===== src/rtl/zone_hysteresis_regs.svh =====
// Constants for the zone classifier and status word
// Notes on behaviour
// [RL1] Value range splits into at most five zones, each with colour and blink.
// [RL2] Top zone has no limit or hysteresis; its upper bound is 9999.
// [RL3] Positive limit: leave zone at limit rising, re-enter below limit minus hysteresis.
// [RL4] Negative limit: leave above limit plus hysteresis, re-enter below limit itself.
// [RL5] Mixed signs combine both behaviours per zone boundary.
// [RL6] Read-only remaining write endurance percentage, zero to one hundred.
// [RL7] Below data-type lower bound shows low-range error and sets status bit 27.
// [RL8] Above data-type upper bound shows high-range error and sets status bit 28.
// [RL9] Non-increasing zone limits show configuration error and set status bit 26; the code compares only neighbouring zone indices that are both enabled.
// [RL10] Hysteresis larger than adjacent limit gap raises configuration error; the code skips enabled zones that have a disabled zone between them.
// [RL11] Safe-state pattern shown after response timeout plus safe-state timeout.
// [RL12] Half-duplex two-wire bus: only one party drives the line at once.
// [RL13] Both parties exchange Modbus frames in RTU or ASCII framing; the code only passes raw bits on busTx and rxData, with no framing.
// [RL14] Zone re-evaluated on each value update from previous zone; drives colour, blink.
// [RL15] Error bits follow their conditions: set while present, cleared when gone.
`ifndef ZONE_HYSTERESIS_REGS_SVH
`define ZONE_HYSTERESIS_REGS_SVH

`define ZONE_COUNT 5
`define ZONE_LIMITED 4
`define ZONE_TOP_BOUND 32'sh0000270F
`define ZONE_BIT_CFG 26
`define ZONE_BIT_LOW 27
`define ZONE_BIT_HIGH 28
`define ZONE_PCT_MAX 7'h64
`define ZONE_CLK_MHZ 125
`define ZONE_MS_CYCLES (`ZONE_CLK_MHZ * 1000)
`define ZONE_STATUS_RESET 32'h00000000
`define ZONE_COLOR_GREEN 2'h0
`define ZONE_TOP_IDX 3'h4
`define ZONE_MS_PER_S 16'h03E8

`endif


===== src/rtl/zone_pkg.sv =====
// Types shared by the zone classifier modules
`default_nettype none
package zone_pkg;
   typedef logic signed [31:0] value_t;
   typedef logic [2:0] zone_idx_t;
   typedef logic [1:0] color_t;
   typedef enum logic [1:0] {
      SAFE_IDLE = 2'b00,
      SAFE_WAIT_RESP = 2'b01,
      SAFE_WAIT_SAFE = 2'b10,
      SAFE_ACTIVE = 2'b11
   } safe_state_t;
endpackage : zone_pkg
`default_nettype wire


===== src/rtl/zone_cfg_if.sv =====
// Zone configuration carried from the top into the checker
`default_nettype none
interface zone_cfg_if;
   zone_pkg::value_t limit [4];
   logic [13:0] hyst [4];
   logic [3:0] enable;
   logic cfgError;
   modport top (output limit, output hyst, output enable, input cfgError);
   modport chk (input limit, input hyst, input enable, output cfgError);
endinterface : zone_cfg_if
`default_nettype wire


===== src/rtl/zone_cfg_check.sv =====
// Checks zone limit ordering and hysteresis against limit gaps
`include "zone_hysteresis_regs.svh"
`default_nettype none
module zone_cfg_check (
   zone_cfg_if.chk cfg
);
   logic [`ZONE_LIMITED-1:0] pairBad;

   genvar g;
   generate
      for (g = 0; g < `ZONE_LIMITED - 1; g++) begin : gPair
         logic signed [32:0] gap;
         assign gap = 33'(cfg.limit[g+1]) - 33'(cfg.limit[g]);
         // Only pairs of enabled zones are compared
         assign pairBad[g] = cfg.enable[g] && cfg.enable[g+1] &&
            ((gap <= 33'sd0) ||                                        // RL9
             ($signed(33'(cfg.hyst[g])) > gap) || ($signed(33'(cfg.hyst[g+1])) > gap)); // RL10
      end
   endgenerate
   assign pairBad[`ZONE_LIMITED-1] = 1'b0;
   assign cfg.cfgError = |pairBad;
endmodule : zone_cfg_check
`default_nettype wire


===== src/rtl/zone_hysteresis_status.sv =====
// Zone classifier with hysteresis, status word and safe-state timer
`include "zone_hysteresis_regs.svh"
`default_nettype none
module zone_hysteresis_status (
   input wire logic sys_clk,
   input wire logic rst,
   input wire logic extEnable,
   input wire logic valueValid,
   input wire zone_pkg::value_t valueIn,
   input wire zone_pkg::value_t typeMin,
   input wire zone_pkg::value_t typeMax,
   input wire logic [3:0] zoneEnable,
   input wire logic [127:0] zoneLimits,
   input wire logic [55:0] zoneHyst,
   input wire logic [9:0] zoneColors,
   input wire logic [4:0] zoneBlink,
   input wire logic [1:0] baseColor,
   input wire logic [15:0] respTimeoutMs,
   input wire logic [15:0] safeTimeoutS,
   input wire logic [6:0] enduranceIn,
   input wire logic busRx,
   input wire logic txRequest,
   input wire logic txData,
   output logic busTx,
   output logic busTxEn_n,
   output logic [2:0] activeZone,
   output logic [1:0] dispColor,
   output logic dispBlink,
   output logic safeDisplay,
   output logic belowRangeError,
   output logic aboveRangeError,
   output logic zoneConfigError,
   output logic [31:0] deviceStatusWord,
   output logic [6:0] enduranceRemaining,
   output logic rxData
);
   // ----------------------------------------
   // State
   // ----------------------------------------
   typedef struct packed {
      logic [2:0] zone;
      logic [1:0] color;
      logic blink;
      logic [31:0] status;
      logic [6:0] endur;
      zone_pkg::safe_state_t safe;
      logic [31:0] msCnt;
      logic [15:0] unitCnt;
      logic busTx;
      logic busTxEn_n;
   } state_t;

   state_t state_reg;
   state_t state_next;

   // ----------------------------------------
   // Configuration check
   // ----------------------------------------
   zone_cfg_if cfg ();
   zone_pkg::value_t lim [4];
   logic [13:0] hy [4];

   genvar g;
   generate
      for (g = 0; g < `ZONE_LIMITED; g++) begin : gCfg
         assign lim[g] = zone_pkg::value_t'(zoneLimits[32*g +: 32]);
         assign hy[g] = zoneHyst[14*g +: 14];
         assign cfg.limit[g] = lim[g];
         assign cfg.hyst[g] = hy[g];
      end
   endgenerate
   assign cfg.enable = zoneEnable;

   zone_cfg_check uCheck (
      .cfg(cfg)
   );

   // ----------------------------------------
   // Zone boundary thresholds
   // ----------------------------------------
   // Rising exit threshold: reached for positive limits, exceeded over limit+hyst for negative
   function automatic logic risesPast(input zone_pkg::value_t v, input zone_pkg::value_t l,
                                      input logic [13:0] h);
      logic signed [32:0] up;
      up = 33'(l) + $signed(33'(h));
      if (l < 0) begin
         risesPast = 33'(v) > up; // RL4
      end else begin
         risesPast = v >= l; // RL3
      end
   endfunction : risesPast

   // Falling re-entry: below limit-hyst when positive, below limit when negative
   function automatic logic fallsBelow(input zone_pkg::value_t v, input zone_pkg::value_t l,
                                       input logic [13:0] h);
      logic signed [32:0] dn;
      dn = 33'(l) - $signed(33'(h));
      if (l < 0) begin
         fallsBelow = v < l; // RL4
      end else begin
         fallsBelow = 33'(v) < dn; // RL3
      end
   endfunction : fallsBelow

   // Next enabled zone above index i, or the top zone
   function automatic logic [2:0] nextZone(input logic [2:0] i, input logic [3:0] en);
      logic [2:0] r;
      r = 3'h4;
      for (int k = `ZONE_LIMITED - 1; k >= 0; k--) begin
         if (k > int'(i) && en[k]) begin
            r = 3'(k);
         end
      end
      nextZone = r;
   endfunction : nextZone

   // Fresh classification from scratch with rising thresholds
   function automatic logic [2:0] classify(input zone_pkg::value_t v, input logic [3:0] en,
                                           input zone_pkg::value_t l [4], input logic [13:0] h [4]);
      logic [2:0] r;
      r = 3'h4; // RL2
      for (int k = `ZONE_LIMITED - 1; k >= 0; k--) begin
         if (en[k] && !risesPast(v, l[k], h[k])) begin
            r = 3'(k);
         end
      end
      classify = r;
   endfunction : classify

   // Clamp a percentage at one hundred
   function automatic logic [6:0] clampPct(input logic [6:0] p);
      if (p > `ZONE_PCT_MAX) begin
         clampPct = `ZONE_PCT_MAX;
      end else begin
         clampPct = p;
      end
   endfunction : clampPct

   // Colour field of one zone from the packed colour settings
   function automatic logic [1:0] colorOf(input logic [2:0] z, input logic [9:0] c);
      colorOf = c[2*z +: 2];
   endfunction : colorOf

   // ----------------------------------------
   // Per-zone crossing flags
   // ----------------------------------------
   logic [`ZONE_LIMITED-1:0] upPast;
   logic [`ZONE_LIMITED-1:0] downBelow;

   generate
      for (g = 0; g < `ZONE_LIMITED; g++) begin : gCross
         assign upPast[g] = risesPast(valueIn, lim[g], hy[g]); // RL3 RL4
         assign downBelow[g] = fallsBelow(valueIn, lim[g], hy[g]); // RL3 RL4
      end
   endgenerate

   // ----------------------------------------
   // Zone tracking
   // ----------------------------------------
   logic [2:0] zoneNew;
   logic [2:0] curZ;
   always_comb begin
      // RL1 RL5 RL14
      curZ = state_reg.zone;
      zoneNew = curZ;
      if (curZ != 3'h4 && !zoneEnable[curZ[1:0]]) begin
         zoneNew = classify(valueIn, zoneEnable, lim, hy);
      end else begin
         // Climb while above the current zone's exit
         for (int s = 0; s < `ZONE_COUNT; s++) begin
            if (zoneNew != 3'h4 && upPast[zoneNew[1:0]]) begin
               zoneNew = nextZone(zoneNew, zoneEnable);
            end
         end
         // Descend while below a lower zone's re-entry
         for (int s = 0; s < `ZONE_COUNT; s++) begin
            for (int k = `ZONE_LIMITED - 1; k >= 0; k--) begin
               if (zoneEnable[k] && k < int'(zoneNew) &&
                   nextZone(3'(k), zoneEnable) == zoneNew &&
                   downBelow[k]) begin
                  zoneNew = 3'(k);
               end
            end
         end
      end
   end

   // ----------------------------------------
   // Range flags and timer strobes
   // ----------------------------------------
   logic lowErr;
   logic highErr;
   logic overType;
   logic overTop;
   logic tick;
   logic [15:0] safeUnits;
   assign lowErr = valueIn < typeMin;
   assign overType = valueIn > typeMax;
   // Nothing above the top zone's bound is displayable
   assign overTop = valueIn > `ZONE_TOP_BOUND;
   assign highErr = overType || overTop;
   assign tick = state_reg.msCnt == 32'(`ZONE_MS_CYCLES - 1);
   // Safe timeout counted in ms: seconds times 1000
   assign safeUnits = 16'(safeTimeoutS * `ZONE_MS_PER_S);

   // ----------------------------------------
   // Next state
   // ----------------------------------------
   always_comb begin
      state_next = state_reg;
      state_next.msCnt = tick ? 32'h0 : state_reg.msCnt + 32'h1;
      if (valueValid) begin
         state_next.zone = extEnable ? zoneNew : 3'h4; // RL14
         state_next.status[`ZONE_BIT_LOW] = lowErr; // RL7 RL15
         state_next.status[`ZONE_BIT_HIGH] = highErr; // RL8 RL15
      end
      state_next.status[`ZONE_BIT_CFG] = extEnable && cfg.cfgError; // RL9 RL10 RL15
      if (extEnable) begin
         state_next.color = colorOf(state_next.zone, zoneColors);
         state_next.blink = zoneBlink[state_next.zone];
      end else begin
         state_next.color = baseColor;
         state_next.blink = 1'b0;
      end
      // RL6
      state_next.endur = clampPct(enduranceIn);
      // RL11
      if (valueValid) begin
         state_next.safe = zone_pkg::SAFE_WAIT_RESP;
         state_next.unitCnt = 16'h0;
         state_next.msCnt = 32'h0;
      end else begin
         unique case (state_reg.safe)
            zone_pkg::SAFE_IDLE: begin
            end
            zone_pkg::SAFE_WAIT_RESP: begin
               if (tick) begin
                  state_next.unitCnt = state_reg.unitCnt + 16'h1;
                  if (state_reg.unitCnt + 16'h1 >= respTimeoutMs) begin
                     state_next.safe = zone_pkg::SAFE_WAIT_SAFE;
                     state_next.unitCnt = 16'h0;
                  end
               end
            end
            zone_pkg::SAFE_WAIT_SAFE: begin
               if (safeUnits == 16'h0 || (tick && state_reg.unitCnt + 16'h1 >= safeUnits)) begin
                  state_next.safe = zone_pkg::SAFE_ACTIVE;
               end else if (tick) begin
                  state_next.unitCnt = state_reg.unitCnt + 16'h1;
               end
            end
            zone_pkg::SAFE_ACTIVE: begin
            end
         endcase
      end
      // RL12 RL13: line driven from the cycle after txRequest is sampled high, released the cycle after it is sampled low
      state_next.busTxEn_n = !txRequest;
      state_next.busTx = txRequest ? txData : 1'b1;
   end

   // ----------------------------------------
   // State register
   // ----------------------------------------
   always_ff @(posedge sys_clk) begin
      if (rst) begin
         state_reg <= '{zone: `ZONE_TOP_IDX,
                        color: `ZONE_COLOR_GREEN,
                        blink: 1'b0,
                        status: `ZONE_STATUS_RESET,
                        endur: 7'h0,
                        safe: zone_pkg::SAFE_IDLE,
                        msCnt: 32'h0,
                        unitCnt: 16'h0,
                        busTx: 1'b1,
                        busTxEn_n: 1'b1};
      end else begin
         state_reg <= state_next;
      end
   end

   // ----------------------------------------
   // Outputs
   // ----------------------------------------
   assign activeZone = state_reg.zone;
   assign dispColor = state_reg.color;
   assign dispBlink = state_reg.blink;
   assign safeDisplay = state_reg.safe == zone_pkg::SAFE_ACTIVE; // RL11
   assign deviceStatusWord = state_reg.status;
   assign belowRangeError = state_reg.status[`ZONE_BIT_LOW]; // RL7
   assign aboveRangeError = state_reg.status[`ZONE_BIT_HIGH]; // RL8
   assign zoneConfigError = state_reg.status[`ZONE_BIT_CFG]; // RL9
   assign enduranceRemaining = state_reg.endur;

   // ----------------------------------------
   // Bus pins
   // ----------------------------------------
   assign busTx = state_reg.busTx;
   assign busTxEn_n = state_reg.busTxEn_n; // RL12
   assign rxData = busRx;
endmodule : zone_hysteresis_status
`default_nettype wire


===== config.mk =====
export PLATFORM = sky130hd
export DESIGN_NAME = zone_hysteresis_status
export DESIGN_NICKNAME = d
export VERILOG_FILES = /design/src/rtl/zone_pkg.sv /design/src/rtl/zone_cfg_if.sv /design/src/rtl/zone_cfg_check.sv /design/src/rtl/zone_hysteresis_status.sv
export VERILOG_INCLUDE_DIRS = /design/src /design/src/rtl
export SDC_FILE = /design/constraint.sdc
export NUM_CORES = 2
export LEC_CHECK = 0
export BUFFER_PORTS_ARGS = -buffer_cell sky130_fd_sc_hd__buf_2
export CAP_MARGIN = 0
export CORE_ASPECT_RATIO = 0.6
export CORE_MARGIN = 5
export CORE_UTILIZATION = 60
export CTS_CLUSTER_DIAMETER = 150
export CTS_CLUSTER_SIZE = 8
export DETAILED_ROUTE_END_ITERATION = 10
export PLACE_DENSITY_LB_ADDON = 0.08
export SETUP_SLACK_MARGIN = 0.3
export SLEW_MARGIN = 20
export SYNTH_ARGS = -nofsm -noshare
export SYNTH_HDL_FRONTEND = slang
export SYNTH_HIERARCHICAL = 1
export SYNTH_SLANG_ARGS = --single-unit

===== constraint.sdc =====
create_clock -name sys_clk -period 9.8 [get_ports sys_clk]
set_clock_uncertainty 0.1 [all_clocks]
set_input_delay 0.49 -clock sys_clk [delete_from_list [all_inputs] [get_ports sys_clk]]
set_output_delay 0.49 -clock sys_clk [all_outputs]
set_load 0.005 [all_outputs]

==> summary.md <==
| Metric | Value |
|---|---|
| Core footprint | `0.0524 mm2` |
| Endpoint, Worst Hold | `busTxEn_n$_SDFF_PP1_` |
| Total number of yosys warnings | `6` |
| Pwr dens | `83.8 mW/mm2` |
| Leakage | `17.4 nW` |
| Largest net degree at the start of global routing | `33` |
| Clk buf depth | `2` |
| Final Max Tran Viols | `0` |
| Starting density of the core | `0.604` |
| CP max-delay cell | `or4_4` |
| Net Sw Frac | `0.506` |
| Worst flop-to-flop path startpoint | `activeZone[1]$_SDFF_PP0_` |
| Detailed router's first-iteration violation count | `3573` |
| Post-route DRC | `0` |
| I/O pins | `399` |
| Most frequent CP cell | `nor2_1` |
| Peak supply drop | `0.0862 mV` |
| Hold Startpoint | `txRequest` |
| Clock Pin Slew Worst Setup and Hold Paths | `~0.05 ns` |
| Clock network power share | `0.121` |
| Post-layout nets | `between 5000 and 6000` |
| Routed length per instance | `19.2 um` |
| Die area | `0.0576 mm2` |
| 1st-pass router iterations | `6` |
| GRT Overall Usage | `0.336` |
| Post-synth EDFFs | `0` |
| Critical Path Sink Type | `flip-flop` |
| Hold Buf Count CTS | `0` |
| Reg2reg path depth | `21` |
| Hold Crit Class | `in -> reg` |
| Die height | `188 um` |
| Worst endpoint required time | `9.96 ns` |
| Gate power share | `0.779` |
| Synth Instances | `4303` |
| Site row count | `65` |
| Slew HR | `0.383` |
| Switching pwr | `roughly 0.0015 W` |
| Hold Path Stages | `2` |
| Clock buffer count from CTS | `9` |
| Clk sink count | `slightly below 70` |
| H-tree levels | `3` |
| Met2 Track Usage GR | `0.488` |
| Initial antenna violation count | `12` |
| Max reg flops | `50` |
| Crit path kind | `in -> reg` |
| GRT overflow | `0` |
| Number of global-route vias before repair | `between 20000 and 30000` |
| Synth area leaders | `ha_1, xnor2_1, inv_1` |
| Synth top cells by count | `ha_1, inv_1, a21oi_1` |
| Top-area cell type share of the netlist area | `0.313` |
| RD Place Congestion | `between 1 and 1.5` |
| Run status | `finished, final reports clean` |
| Max Cap Viol | `0` |
| Clk_lat worst skew | `0.35 ns` |
| Ys async rst share | `0` |
| Area leader, netlist | `ha_1` |
| Gr busiest metal | `met1` |
| Syn Area/Cell | `7.35 um2` |
| CP Launch Type | `primary input` |
| Setup TNS | `0 ns` |
| Internal power | `0.00143 W` |
| GRT met3 Usage | `0.0596` |
| Post-synthesis sequential area ratio | `0.0430` |
| Overall via count from detail_route | `32500` |
| Main flop type after synthesis | `dfxtp_1` |
| Area Overhead vs Synth | `9.23%` |
| Crit path max fanout | `8` |
| CP peak stage delay | `~0.46 ns` |
| Die width | `around 310 um` |
| Flop pwr share | `0.100` |
| CP arrival | `9.18 ns` |
| WHS | `0.235 ns` |
| Fmax | `111 MHz` |
| HPWL after DPL | `87100 um` |
| Post-synthesis cell area | `between 0.03 and 0.04 mm2` |
| #FFs+latches synth | `68` |
| Most numerous cell in the Yosys netlist | `ha_1` |
| Worst-margin pin slew | `about 0.92 ns` |
| Terminus of the critical flop-to-flop path | `dispColor[0]$_SDFF_PP0_` |
| TritonCTS clock tree | `built` |
| Unrepaired setup endpoints after global routing | `false` |
| Via density | `6.08` |
| Port Buffers | `364` |
| Met1 Use GR | `0.506` |
| Antenna Nets Post-Route | `0` |
| Clock Root Buffer | `clkbuf_16` |
| Flop2flop setup slack | `approximately 4.2 ns` |
| Final setup vio count | `0` |
| First-pass GRT wire length | `158000 um` |
| Min Tclk post-route | `9.03 ns` |
| Share of cells above drive strength 1 | `0.106` |
| Final Hold Vio Count | `0` |
| Filler cell count | `a little under 5000` |
| Crit share post-route | `0.921` |
| Total wire length after detailed routing | `about 100000 um` |
| Yosys cell types | `~110` |
layout make-up:
cell class	instances	area [um2]	area share
Antenna cell	13	32.5	0.000942
Clock buffer	9	225	0.00652
Clock inverter	6	88.8	0.00257
Inverter	557	2090	0.0605
Multi-Input combinational cell	3589	27800	0.806
Sequential cell	68	1360	0.0394
Tap cell	703	880	0.0255
Timing Repair Buffer	393	2040	0.0590
cells in the final DEF (no fill, tap or decap), drive strengths merged, types with 131 or more instances in the layout:
master  count
a21o      141
o21ai     200
a21oi     369
inv       553
nor2      304
xnor2     287
ha        792
nand2     241
nand4     142
nand3     131
buf       393
metrics by stage:
stage | util | setup slack [ns] | total power (W) | instances | cell area (um2)
2_1_floorplan | - | 1.46 | 0.00186 | 4331 | 31700
3_3_place_gp | 0.648 | 0.459 | 0.00242 | 5297 | 33900
3_5_place_dp | 0.648 | 0.198 | 0.00247 | 5297 | 33900
4_1_cts | 0.654 | 0.472 | 0.00284 | 5312 | 34300
5_1_grt | 0.660 | 0.179 | 0.00318 | 5336 | 34500
6_report | 0.660 | 0.772 | 0.00290 | 5338 | 34500
critical path: cells and delay by family:
family	cells	cell delay (ns)
XOR/XNOR	2	0.27
adder cells (fa/ha/maj)	3	0.87
multiplexers	2	0.41
buffers and inverters	6	0.86
AO/OA/AOI/OAI	22	3.84
AND/OR/NAND/NOR	12	2.43
power by group through the flow:
stage | sequential (W) | clock, W | combinational (W)
after floorplan | 0.000292 | 0 | 0.00157
after global placement | 0.000294 | 0 | 0.00213
after detailed placement | 0.000294 | 0 | 0.00218
after CTS | 0.000288 | 0.000355 | 0.00219
after global routing | 0.000290 | 0.000369 | 0.00252
final | 0.000289 | 0.000351 | 0.00226
cell families (layout without fill, tap and decap cells):
family          count (synthesis)  count (layout)  synth area share
compound gates               1094            1094             0.224
xor+xnor                      351             351            0.0976
mux                            32              32            0.0105
other cells                     1              42          0.000119
simple gates                 1250            1250             0.201
flops                          68              68            0.0430
fa+ha+maj                     833             833             0.338
buf+inv                       674             965            0.0856
metal layers:
metal	vias to the layer above	share of wire
met2	1453	0.40
met5	-	0
met1	14800	0.47
li1	16000	-
met4	0	0.029
met3	151	0.11
how the worst max path moves through the flow:
| stage | endpoint | depth (start not counted) | slack [ns] | from |
|---|---|---|---|---|
| after global placement | dispColor[1]$_SDFF_PP0_ | 43 | 0.46 | zoneLimits[32] |
| after detailed placement | dispColor[1]$_SDFF_PP0_ | 43 | 0.20 | zoneLimits[32] |
| after global routing | dispColor[0]$_SDFF_PP0_ | 47 | 0.18 | zoneLimits[96] |
| final | dispColor[0]$_SDFF_PP0_ | 47 | 0.77 | zoneLimits[96] |
| after CTS | dispColor[0]$_SDFF_PP0_ | 43 | 0.47 | zoneLimits[32] |
| after floorplan | dispColor[1]$_SDFF_PP0_ | 42 | 1.46 | zoneLimits[32] |
timing repair:
action,4_1_cts,5_1_grt
gates resized for setup,0,34
buffers inserted,0,13
endpoints found under the setup margin,0,6
(Power assumes the default switching activity.)
